[config.mk]
export PLATFORM = sky130hd
export DESIGN_NAME = pgs_port_regs
export DESIGN_NICKNAME = d
export VERILOG_FILES = /design/src/pgs_mmd_port.v /design/src/pgs_port_regs.v
export VERILOG_INCLUDE_DIRS = /design/src /design/src/include
export SDC_FILE = /design/constraint.sdc
export NUM_CORES = 2
export LEC_CHECK = 0
export BUFFER_PORTS_ARGS = -buffer_cell sky130_fd_sc_hd__buf_2
export CAP_MARGIN = 10
export CORE_MARGIN = 2
export CORE_UTILIZATION = 35
export CTS_CLUSTER_SIZE = 20
export DETAILED_ROUTE_END_ITERATION = 10
export MAX_ROUTING_LAYER = met4
export RECOVER_POWER = 25
export SLEW_MARGIN = 20
export SYNTH_ARGS = -nofsm -noshare
export SYNTH_HDL_FRONTEND = slang
export SYNTH_HIERARCHICAL = 1
export SYNTH_SLANG_ARGS = --single-unit
[constraint.sdc]
create_clock -name clk_i -period 12.2 [get_ports clk_i]
set_input_delay 3.66 -clock clk_i [delete_from_list [all_inputs] [get_ports clk_i]]
set_output_delay 3.66 -clock clk_i [all_outputs]
set_load 0.03 [all_outputs]
[src/include/pgs_defs.vh]
// pgs_defs.vh: register indices, field positions, reset values and
// fixed patterns of the per-port gigabit status / mmd / loopback group.
// assumes: included once per design file by bare name; definitions only.
`ifndef PGS_DEFS_VH
`define PGS_DEFS_VH

// register indices; byte address = 4 * index, port digit in index[13:12]
`define PGS_IDX_GIG_STAT   12'h114
`define PGS_IDX_MMD_INDIRECT_SETUP  12'h11A
`define PGS_IDX_MMD_INDIRECT_DATA   12'h11C
`define PGS_IDX_EXT_STAT   12'h11E
`define PGS_IDX_LOOPBACK   12'h122

// port digits in the index
`define PGS_PORT_DIGIT_1   2'h1
`define PGS_PORT_DIGIT_2   2'h2

// gigabit link status fields
`define PGS_GS_FAULT_BIT   15
`define PGS_GS_MASTER_BIT  14
`define PGS_GS_LRX_BIT     13
`define PGS_GS_RRX_BIT     12
`define PGS_GS_LPFD_BIT    11
`define PGS_GS_LPHD_BIT    10
`define PGS_GS_CNT_W       8

// mmd_indirect_setup fields and operation codes
`define PGS_MMD_OP_HI      15
`define PGS_MMD_OP_LO      14
`define PGS_MMD_DEV_HI     4
`define PGS_MMD_DEV_LO     0
`define PGS_MMD_OP_INDEX   2'h0
`define PGS_MMD_OP_DATA    2'h1
`define PGS_MMD_OP_INC_RW  2'h2
`define PGS_MMD_OP_INC_WR  2'h3
`define PGS_MMD_INDIRECT_SETUP_RST  16'h0000
`define PGS_MMD_INDIRECT_DATA_RST   16'h0000

// extended ability status: 1000x fd/hd = 0, 1000t fd/hd = 1
`define PGS_EXT_STAT_VAL   16'h3000

// line loopback control
`define PGS_LB_EN_BIT      8
`define PGS_LB_RC_BIT      1
`define PGS_LB_RO_BIT      0
`define PGS_LB_RST         16'h00F4

`endif

[src/pgs_mmd_port.v]
// pgs_mmd_port.v: one port's indirect window onto the mmd devices:
// setup register, per-device register index, access strobes.
// assumes: the mmd store answers mmd_rdata_i combinationally for the
// device and index on mmd_dev_o / mmd_idx_o; strobes are one cycle.
`include "pgs_defs.vh"
`default_nettype none

module pgs_mmd_port #(
   parameter DEVS = 32
) (
   input  wire        clk_i,
   input  wire        rst_i,
   input  wire        setup_wr_i,
   input  wire [15:0] setup_d_i,
   input  wire        data_wr_i,
   input  wire [15:0] data_d_i,
   input  wire        data_rd_i,
   input  wire [15:0] mmd_rdata_i,
   output wire [15:0] setup_o,
   output reg  [15:0] data_view_o,
   output reg         mmd_wr_o,
   output reg         mmd_rd_o,
   output wire [4:0]  mmd_dev_o,
   output wire [15:0] mmd_idx_o,
   output reg  [15:0] mmd_wdata_o
);

   reg  [15:0] setup_reg;
   reg  [15:0] idx_reg [0:DEVS-1];   // one register index per device
   wire [1:0]  op;
   wire [4:0]  dev;
   wire        is_data;
   wire        inc;
   reg         inc_pend;         // advance index one cycle after commit
   integer     i;

   assign setup_o   = setup_reg;
   // (RULE_07) operation select
   assign op        = setup_reg[`PGS_MMD_OP_HI:`PGS_MMD_OP_LO];
   // (RULE_08) target device address
   assign dev       = setup_reg[`PGS_MMD_DEV_HI:`PGS_MMD_DEV_LO];
   assign is_data   = (op != `PGS_MMD_OP_INDEX);
   assign mmd_dev_o = dev;
   assign mmd_idx_o = idx_reg[dev];

   // (RULE_09) index view or (RULE_10) data view
   always @* begin
      data_view_o = is_data ? mmd_rdata_i : idx_reg[dev];
   end

   // (RULE_11) post increment: 10 on both, 11 on writes, 01 never
   assign inc = (op == `PGS_MMD_OP_INC_RW && (data_wr_i || data_rd_i)) ||
                (op == `PGS_MMD_OP_INC_WR && data_wr_i);

   // setup, index store and registered strobes toward the mmd store
   always @(posedge clk_i) begin
      if (rst_i) begin
         setup_reg   <= `PGS_MMD_INDIRECT_SETUP_RST;
         mmd_wr_o    <= 1'b0;
         mmd_rd_o    <= 1'b0;
         mmd_wdata_o <= `PGS_MMD_INDIRECT_DATA_RST;
         inc_pend    <= 1'b0;
         for (i = 0; i < DEVS; i = i + 1) begin
            idx_reg[i] <= `PGS_MMD_INDIRECT_DATA_RST;
         end
      end else begin
         mmd_wr_o <= data_wr_i & is_data;
         mmd_rd_o <= data_rd_i & is_data;
         inc_pend <= inc;
         if (setup_wr_i) begin
            setup_reg <= setup_d_i;
         end
         if (data_wr_i && is_data) begin
            mmd_wdata_o <= data_d_i;
         end
         // (RULE_09) index written in register mode
         if (data_wr_i && !is_data) begin
            idx_reg[dev] <= data_d_i;
         // (RULE_11) advance while the strobe stands, so the store sees
         // the pre-increment index together with mmd_wr_o / mmd_rd_o
         end else if (inc_pend) begin
            idx_reg[dev] <= idx_reg[dev] + 16'h0001;
         end
      end
   end

endmodule // pgs_mmd_port

`default_nettype wire

[src/pgs_port_regs.v]
// pgs_port_regs.v: two-port gigabit status, mmd window and line loopback
// register group behind a classic wishbone slave.
// assumes: status and data inputs come from phy logic on clk_i; the
// mmd register contents live outside and answer combinationally.
//
// Function
// (RULE_01) fault flag bit 15 latches high until cleared by a read.
// (RULE_02) bit 14 shows master/slave resolution: 1 master, 0 slave.
// (RULE_03) bit 13 is live local receiver ok status, not latched.
// (RULE_04) bit 12 is live remote receiver ok status.
// (RULE_05) bits 11 and 10 show partner 1000t full and half duplex ability.
// (RULE_06) bits 7:0 count qualified idle symbol errors, cleared by read.
// (RULE_07) setup bits 15:14 pick index, data, inc-rw or inc-write mode.
// (RULE_08) setup bits 4:0 hold the target mmd device address.
// (RULE_09) in mode 00 the data register accesses the register index.
// (RULE_10) otherwise the data register moves the indexed register's value.
// (RULE_11) mode 11 advances index after writes only; mode 01 never.
// (RULE_12) extended status bits 15 and 14 read fixed 0.
// (RULE_13) extended status bits 13 and 12 read fixed 1.
// (RULE_14) loopback bit 8 returns line receive data to line transmit.
// (RULE_15) each port has its own copy at port-numbered base.
// (RULE_16) software writes reserved fields back with reset values.
`include "pgs_defs.vh"
`default_nettype none

module pgs_port_regs #(
   parameter DW       = 8,
   parameter MMD_DEVS = 32
) (
   input  wire            clk_i,
   input  wire            rst_i,
   // wishbone classic slave
   input  wire            wb_cyc_i,
   input  wire            wb_stb_i,
   input  wire            wb_we_i,
   input  wire [15:2]     wb_adr_i,
   input  wire [3:0]      wb_sel_i,
   input  wire [31:0]     wb_dat_i,
   output reg  [31:0]     wb_dat_o,
   output reg             wb_ack_o,
   // phy status, one bit per port
   input  wire [1:0]      ms_fault_i,
   input  wire [1:0]      ms_master_i,
   input  wire [1:0]      local_rx_ok_i,
   input  wire [1:0]      remote_rx_ok_i,
   input  wire [1:0]      lp_1000_fd_i,
   input  wire [1:0]      lp_1000_hd_i,
   input  wire [1:0]      sym_tick_i,
   input  wire [1:0]      rx_err_i,
   input  wire [1:0]      rx_idle_i,
   input  wire [1:0]      tx_send_n_i,
   // mmd store access, port 1 in low slice
   output wire [1:0]      mmd_wr_o,
   output wire [1:0]      mmd_rd_o,
   output wire [9:0]      mmd_dev_o,
   output wire [31:0]     mmd_idx_o,
   output wire [31:0]     mmd_wdata_o,
   input  wire [31:0]     mmd_rdata_i,
   // line / fabric data paths, port 1 in low slice
   input  wire [2*DW-1:0] line_rx_d_i,
   input  wire [1:0]      line_rx_v_i,
   input  wire [2*DW-1:0] fab_tx_d_i,
   input  wire [1:0]      fab_tx_v_i,
   output reg  [2*DW-1:0] line_tx_d_o,
   output reg  [1:0]      line_tx_v_o,
   output reg  [2*DW-1:0] fab_rx_d_o,
   output reg  [1:0]      fab_rx_v_o,
   output wire [1:0]      loopback_o
);

   ////////////////////////////////////////////////////////////////////////
   // helpers

   // merge 16-bit write data into an old value under the low byte lanes
   function [15:0] merge16;
      input [15:0] old_v;
      input [15:0] new_v;
      input [1:0]  sel;
      begin
         merge16[7:0]  = sel[0] ? new_v[7:0]  : old_v[7:0];
         merge16[15:8] = sel[1] ? new_v[15:8] : old_v[15:8];
      end
   endfunction

   // register index within a port, matched against the low twelve bits
   function hit_reg;
      input [13:0] adr;
      input [11:0] idx;
      begin
         hit_reg = (adr[11:0] == idx);
      end
   endfunction

   ////////////////////////////////////////////////////////////////////////
   // bus handshake

   wire        req;
   wire        capture;          // edge at which ack rises
   wire        commit;           // edge at which master samples ack
   wire        wr_commit;
   wire        rd_commit;
   wire [1:0]  port_hit;
   wire        sel_gs;
   wire        sel_set;
   wire        sel_dat;
   wire        sel_ext;
   wire        sel_lb;
   reg         ack_next;

   assign req       = wb_cyc_i & wb_stb_i;
   assign capture   = req & ~wb_ack_o;
   assign commit    = req & wb_ack_o;
   assign wr_commit = commit & wb_we_i;
   assign rd_commit = commit & ~wb_we_i;

   // (RULE_15) port digit in index bits 13:12 picks the copy
   assign port_hit[0] = (wb_adr_i[15:14] == `PGS_PORT_DIGIT_1);
   assign port_hit[1] = (wb_adr_i[15:14] == `PGS_PORT_DIGIT_2);
   assign sel_gs  = hit_reg(wb_adr_i, `PGS_IDX_GIG_STAT);
   assign sel_set = hit_reg(wb_adr_i, `PGS_IDX_MMD_INDIRECT_SETUP);
   assign sel_dat = hit_reg(wb_adr_i, `PGS_IDX_MMD_INDIRECT_DATA);
   assign sel_ext = hit_reg(wb_adr_i, `PGS_IDX_EXT_STAT);
   assign sel_lb  = hit_reg(wb_adr_i, `PGS_IDX_LOOPBACK);

   // one wait state; unmapped addresses are acked and read zero
   always @* begin
      ack_next = capture;
   end

   ////////////////////////////////////////////////////////////////////////
   // per-port state

   wire [15:0] gs_view   [0:1];
   wire [15:0] set_view  [0:1];
   wire [15:0] dat_view  [0:1];
   wire [15:0] lb_view   [0:1];
   // snapshot of clear-on-read bits, taken when the read data is latched
   reg         snap_fault_reg;
   reg  [7:0]  snap_cnt_reg;
   reg         snap_lbrc_reg;

   genvar p;
   generate
      for (p = 0; p < 2; p = p + 1) begin : g_port
         reg         fault_reg;
         reg         fault_next;
         reg  [7:0]  cnt_reg;
         reg  [7:0]  cnt_next;
         reg  [15:0] lb_reg;
         reg  [15:0] lb_next;
         wire        rd_gs;
         wire        rd_lb;
         wire        wr_lb;
         wire        err_hit;
         wire [15:0] dat_merge;

         assign rd_gs = rd_commit & port_hit[p] & sel_gs;
         assign rd_lb = rd_commit & port_hit[p] & sel_lb;
         assign wr_lb = wr_commit & port_hit[p] & sel_lb;

         // (RULE_06) one count per errored symbol during idles and send_n
         assign err_hit = sym_tick_i[p] & rx_err_i[p] & rx_idle_i[p] &
                          tx_send_n_i[p];

         // clear-on-read bits: only what was read is taken away, so an
         // event in the read cycle survives (set wins over clear)
         always @* begin
            // (RULE_01) latch high, clear only the value read
            fault_next = ms_fault_i[p] |
                         (fault_reg & ~(rd_gs & snap_fault_reg));
            // (RULE_06) subtract the value read, saturate at all ones
            cnt_next = rd_gs ? (cnt_reg - snap_cnt_reg) : cnt_reg;
            if (err_hit && cnt_next != 8'hFF) begin
               cnt_next = cnt_next + 8'h01;
            end
            // (RULE_16) reserved fields are stored as written
            lb_next = wr_lb ? merge16(lb_reg, wb_dat_i[15:0],
                                      wb_sel_i[1:0]) : lb_reg;
            if (rd_lb && snap_lbrc_reg && !wr_lb) begin
               lb_next[`PGS_LB_RC_BIT] = 1'b0;
            end
            lb_next[`PGS_LB_RO_BIT] = 1'b0;
         end

         always @(posedge clk_i) begin
            if (rst_i) begin
               fault_reg <= 1'b0;
               cnt_reg   <= 8'h00;
               lb_reg    <= `PGS_LB_RST;
            end else begin
               fault_reg <= fault_next;
               cnt_reg   <= cnt_next;
               lb_reg    <= lb_next;
            end
         end

         // (RULE_02) (RULE_03) (RULE_04) (RULE_05) live status fields
         assign gs_view[p] = {fault_reg, ms_master_i[p], local_rx_ok_i[p],
                              remote_rx_ok_i[p], lp_1000_fd_i[p],
                              lp_1000_hd_i[p], 2'b00, cnt_reg};
         assign lb_view[p] = lb_reg;
         // (RULE_14) loopback enable
         assign loopback_o[p] = lb_reg[`PGS_LB_EN_BIT];

         // data register writes merge under byte lanes against its view
         assign dat_merge = merge16(dat_view[p], wb_dat_i[15:0],
                                    wb_sel_i[1:0]);

         // (RULE_15) independent mmd window per port
         pgs_mmd_port #(
            .DEVS        (MMD_DEVS)
         ) u_mmd (
            .clk_i       (clk_i),
            .rst_i       (rst_i),
            .setup_wr_i  (wr_commit & port_hit[p] & sel_set),
            .setup_d_i   (merge16(set_view[p], wb_dat_i[15:0],
                                  wb_sel_i[1:0])),
            .data_wr_i   (wr_commit & port_hit[p] & sel_dat),
            .data_d_i    (dat_merge),
            .data_rd_i   (rd_commit & port_hit[p] & sel_dat),
            .mmd_rdata_i (mmd_rdata_i[16*p+15:16*p]),
            .setup_o     (set_view[p]),
            .data_view_o (dat_view[p]),
            .mmd_wr_o    (mmd_wr_o[p]),
            .mmd_rd_o    (mmd_rd_o[p]),
            .mmd_dev_o   (mmd_dev_o[5*p+4:5*p]),
            .mmd_idx_o   (mmd_idx_o[16*p+15:16*p]),
            .mmd_wdata_o (mmd_wdata_o[16*p+15:16*p])
         );

         // (RULE_14) line data returned to line, fabric receive held off
         always @(posedge clk_i) begin
            if (rst_i) begin
               line_tx_d_o[DW*p+DW-1:DW*p] <= {DW{1'b0}};
               line_tx_v_o[p]              <= 1'b0;
               fab_rx_d_o[DW*p+DW-1:DW*p]  <= {DW{1'b0}};
               fab_rx_v_o[p]               <= 1'b0;
            end else if (lb_reg[`PGS_LB_EN_BIT]) begin
               line_tx_d_o[DW*p+DW-1:DW*p] <= line_rx_d_i[DW*p+DW-1:DW*p];
               line_tx_v_o[p]              <= line_rx_v_i[p];
               fab_rx_d_o[DW*p+DW-1:DW*p]  <= {DW{1'b0}};
               fab_rx_v_o[p]               <= 1'b0;
            end else begin
               line_tx_d_o[DW*p+DW-1:DW*p] <= fab_tx_d_i[DW*p+DW-1:DW*p];
               line_tx_v_o[p]              <= fab_tx_v_i[p];
               fab_rx_d_o[DW*p+DW-1:DW*p]  <= line_rx_d_i[DW*p+DW-1:DW*p];
               fab_rx_v_o[p]               <= line_rx_v_i[p];
            end
         end
      end
   endgenerate

   ////////////////////////////////////////////////////////////////////////
   // read data path

   reg  [15:0] rd_mux;
   reg         pidx;
   reg         pvalid;

   // select the addressed port copy and register
   always @* begin
      pidx   = port_hit[1];
      pvalid = port_hit[0] | port_hit[1];
      rd_mux = 16'h0000;
      if (pvalid) begin
         if (sel_gs) begin
            rd_mux = gs_view[pidx];
         end else if (sel_set) begin
            rd_mux = set_view[pidx];
         end else if (sel_dat) begin
            // (RULE_09) (RULE_10) index or indexed data
            rd_mux = dat_view[pidx];
         end else if (sel_ext) begin
            // (RULE_12) (RULE_13) fixed ability pattern
            rd_mux = `PGS_EXT_STAT_VAL;
         end else if (sel_lb) begin
            rd_mux = lb_view[pidx];
         end
      end
   end

   // latch read data and the clear-on-read snapshot as ack rises;
   // the clear itself happens at the edge the master takes the data
   always @(posedge clk_i) begin
      if (rst_i) begin
         wb_ack_o       <= 1'b0;
         wb_dat_o       <= 32'h00000000;
         snap_fault_reg <= 1'b0;
         snap_cnt_reg   <= 8'h00;
         snap_lbrc_reg  <= 1'b0;
      end else begin
         wb_ack_o <= ack_next;
         if (capture) begin
            wb_dat_o       <= {16'h0000, rd_mux};
            // (RULE_01) (RULE_06) remember what this read will clear
            snap_fault_reg <= rd_mux[`PGS_GS_FAULT_BIT];
            snap_cnt_reg   <= rd_mux[`PGS_GS_CNT_W-1:0];
            snap_lbrc_reg  <= rd_mux[`PGS_LB_RC_BIT];
         end
      end
   end

endmodule // pgs_port_regs

`default_nettype wire

==> summary.md <==
| Metric | Value |
|---|---|
| Outcome | finished with violations |
| Failing checks | capacitance limit, slew limit |
| Full die area | 163000 µm² |
| Post-Route WL | 179000 µm |
| TritonCTS clock tree | yes |
| WL met3 | 18300 µm |
| DIE HEIGHT | 404 µm |
| Crit path cell chain | clkbuf_1 -> clkbuf_1 -> and3b_1 -> clkbuf_1 -> a31oi_4 -> clkbuf_1 -> nor2_1 |
| Hold/Removal Path Class | register to register |
| Peak Freq | 98.8 MHz |
| Root Driver | clkbuf_16 |
| EDFF count, synth | 1024 |
| Synthesized-area fraction occupied by adder cells | 0.562% |
| Crit-path max FO | 57 |
| Async SR Flop Fraction | 0% |
| Number of nets with antenna violations after routing | 0 |
| Final hold viol count | 0 |
| Yosys warning count | 6 |
| Final worst slack | 2.08 ns |
| Setup violators final | 0 |
| Max FFs per register | 1024 |
| DR WL/cell | 26.3 µm |
| Final net count | 4776 |
| R2R Setup Slk | 5.39 ns |
| I/O Buffers | 257 |
| RSZ-0062 raised after global routing | no |
| Core Area | 159000 µm² |
| Layout cells sized above 1 | 17.0% |
| Post-synth cell types | 101 |
| Top cell by count, worst path | clkbuf_1 |
| Complex-gate fraction of the synthesized area | 4.73% |
| FF-to-FF End | g_port[1].u_mmd/idx_reg[6][15] |
| Largest family of logic cells by synthesized area | multiplexers |
| Min Hold Slack | 0.456 ns |
| Reg power frac | 51.3% |
| Post-CTS Setup Inserts | 0 |
| Final RePlAce weighted congestion | 0.924 |
| Worst VDD drop | 0.153 mV |
| Pwr/cell area | 144 nW/µm² |
| Fin. max-slew vios | 598 |
| Clock Skew | 0.0299 ns |
| Yosys reg bits | 1205 |
| Maximum clock insertion buffer count | 3 |
| Clk Latency, worst-skew pair | 0.78 ns |
| Cts hold-fix bufs | 0 |
| Worst hold start | g_port[1].u_mmd/mmd_wdata_o[6] |
| Endpoint, Worst Hold | g_port[1].u_mmd/mmd_wdata_o[6] |
| WP data arrival | 10.56 ns |
| Mux contribution to synthesized area | 14.5% |
| Initial Util | 35.3% |
| Die X-Extent | 404 µm |
| Tmin final | 10.12 ns |
| Reg clk slew, reported paths | 0.06 ns |
| DR pass1 iterations | 6 |
| Leak Pwr | 20.6 nW |
| Clock share of power | 43.4% |
| Switch share | 23.2% |
| DR vias | 37700 |
| Uppermost layer routed | met4 |
| All-Layer GR Usage | 22.1% |
| Synth Area in XOR/XNOR | 0.388% |
| Detailed Place HPWL | 117000 µm |
| CP required | 12.64 ns |
| Row count | 146 |
| H-tree Lvls | 4 |
| Most used flip-flop cell after synthesis | edfxtp_1 |
| Critical path class | input pin to register |
| CP peak stage delay | 2.24 ns |
| Cts repair resizes | 0 |
| Pin count of the biggest net entering global routing | 100 |
| Num CTS Buffers | 131 |
| CP Launch Type | input pin |
| Tightest Pin Transition | 3.29 ns |
| Initial drt markers | 4304 |
| Simple-Gate Fraction of Synth Area | 14.2% |
| Psw | 2.11 mW |
| Count of clock tree sinks | 1205 |
| Initial antenna violation count | 11 |
| Relative slew slack | -119% |
| Overflow after GRT | 0 |
| M1 WL | 72000 µm |
| Highest-count cells in the layout ignoring fill and taps | nor2_1 (1113), edfxtp_1 (1024), mux2i_1 (306) |
| DRC errors left | 0 |
| Max-cap violation count | 16 |
| Combinational share of power | 5.3% |
| P_int | 6.99 mW |
| Vias per cell | 5.54 |
| Layout area overhead | 12.7% |
| Syn Inst Count | 4481 |
| Met2 WL | 82200 µm |
| Global-route wire length before repair | 256000 µm |
| Commonest non-fill, non-tap cell in the layout | nor2_1 |
| Tcrit/Tclk final | 83.0% |
| Mapped cell area | 56100 µm² |
| Syn avg cell area | 12.5 µm² |
| Hold Path Depth | 2 |
| Pre-CTS WS | 3.43 ns |
| Setup TNS | 0 ns |
| Reg2Reg Depth | 12 |
| Endpoint class of the critical path | register |
| Sequential area share after synthesis | 61.3% |
| Vias in the first global route | 35900 |
| Slowest cell on the critical path | clkbuf_1 |
| IO Count | 292 |
[power by group through the flow]
stage	clock (mW)	sequential, mW	combinational (mW)
finish	3.95	4.67	0.484
global route	4.17	4.68	0.505
CTS	4.00	4.67	0.483
detailed placement	0	4.76	0.481
global placement	0	4.75	0.476
floorplan	0	4.75	0.268
[cell usage after synthesis, types with 13 or more instances]
master | number | area, µm²
nor2_1 | 1115 | 4190
nor3b_1 | 15 | 113
nand3_1 | 44 | 220
a21oi_1 | 79 | 395
buf_2 | 57 | 285
mux4_2 | 205 | 4620
nand2_1 | 261 | 980
and2_1 | 38 | 238
edfxtp_1 | 1024 | 30700
nand2b_1 | 86 | 538
xnor2_1 | 17 | 149
mux2i_1 | 315 | 3150
dfxtp_1 | 181 | 3620
nand4_1 | 23 | 144
mux2_2 | 23 | 259
nor2b_1 | 24 | 150
and3_1 | 15 | 93.8
ha_1 | 22 | 275
buf_6 | 33 | 372
o22ai_1 | 26 | 163
o221ai_1 | 13 | 114
inv_1 | 101 | 379
buf_4 | 61 | 458
nor2_2 | 61 | 382
clkbuf_1 | 217 | 815
nor3_1 | 32 | 160
o21ai_0 | 106 | 531
a22oi_1 | 62 | 465
[kinds of logic after synthesis]
logic type | Yosys count
AOI/OAI and AO/OA | 399
xor gates and xnor gates | 24
adders and majority gates | 24
buffers and inverters | 486
DFF | 1205
muxes | 549
other | 1
and+or+nand+nor | 1793
[final cells by class]
cell class                 instances  area [µm²]
multi-input combinational       2805       19600
clock inverter                    56         598
timing repair buffer             360        1950
inverter                         106         398
antenna                           11        27.5
clock buffer                     177        3640
fill                           14900       95600
tap                             2072        2590
sequential                      1205       34400
[per-layer routing]
layer	global-route usage, %	vias to the layer above
li1	-	16400
met1	28.9	19200
met2	33.1	1813
met3	5.96	294
met4	7.84	0
met5	-	-
[metrics by stage]
stage          instances  instance area [µm²]  utilization [%]  total power [mW]
2_1_floorplan       4496                56100                -              5.02
3_3_place_gp        6543                59100             37.2              5.22
3_5_place_dp        6544                59100             37.2              5.24
4_1_cts             6777                63300             39.9              9.16
5_1_grt             6791                63200             39.8              9.36
6_report            6792                63200             39.8              9.10
[how the worst max path moves through the flow]
stage / startpoint / end / slack [ns] / depth (start not counted)
after floorplan: wb_adr_i[14] / g_port[1].u_mmd/idx_reg[0][0] / 5.30 / 10
after global placement: wb_adr_i[11] / g_port[1].u_mmd/idx_reg[26][15] / 3.49 / 11
after detailed placement: wb_adr_i[11] / g_port[1].u_mmd/idx_reg[30][9] / 3.43 / 11
after CTS: register / mmd_idx_o[19] / 3.69 / 7
after global routing: rst_i / g_port[1].u_mmd/idx_reg[6][15] / 1.78 / 7
final: rst_i / g_port[1].u_mmd/idx_reg[6][15] / 2.08 / 7
[critical path: cells and delay by family]
kind | cells | cell delay, ns
AO/OA/AOI/OAI | 1 | 0.29
buffers and inverters | 4 | 6.03
AND/OR/NAND/NOR | 2 | 0.50
(Power assumes the default switching activity.)
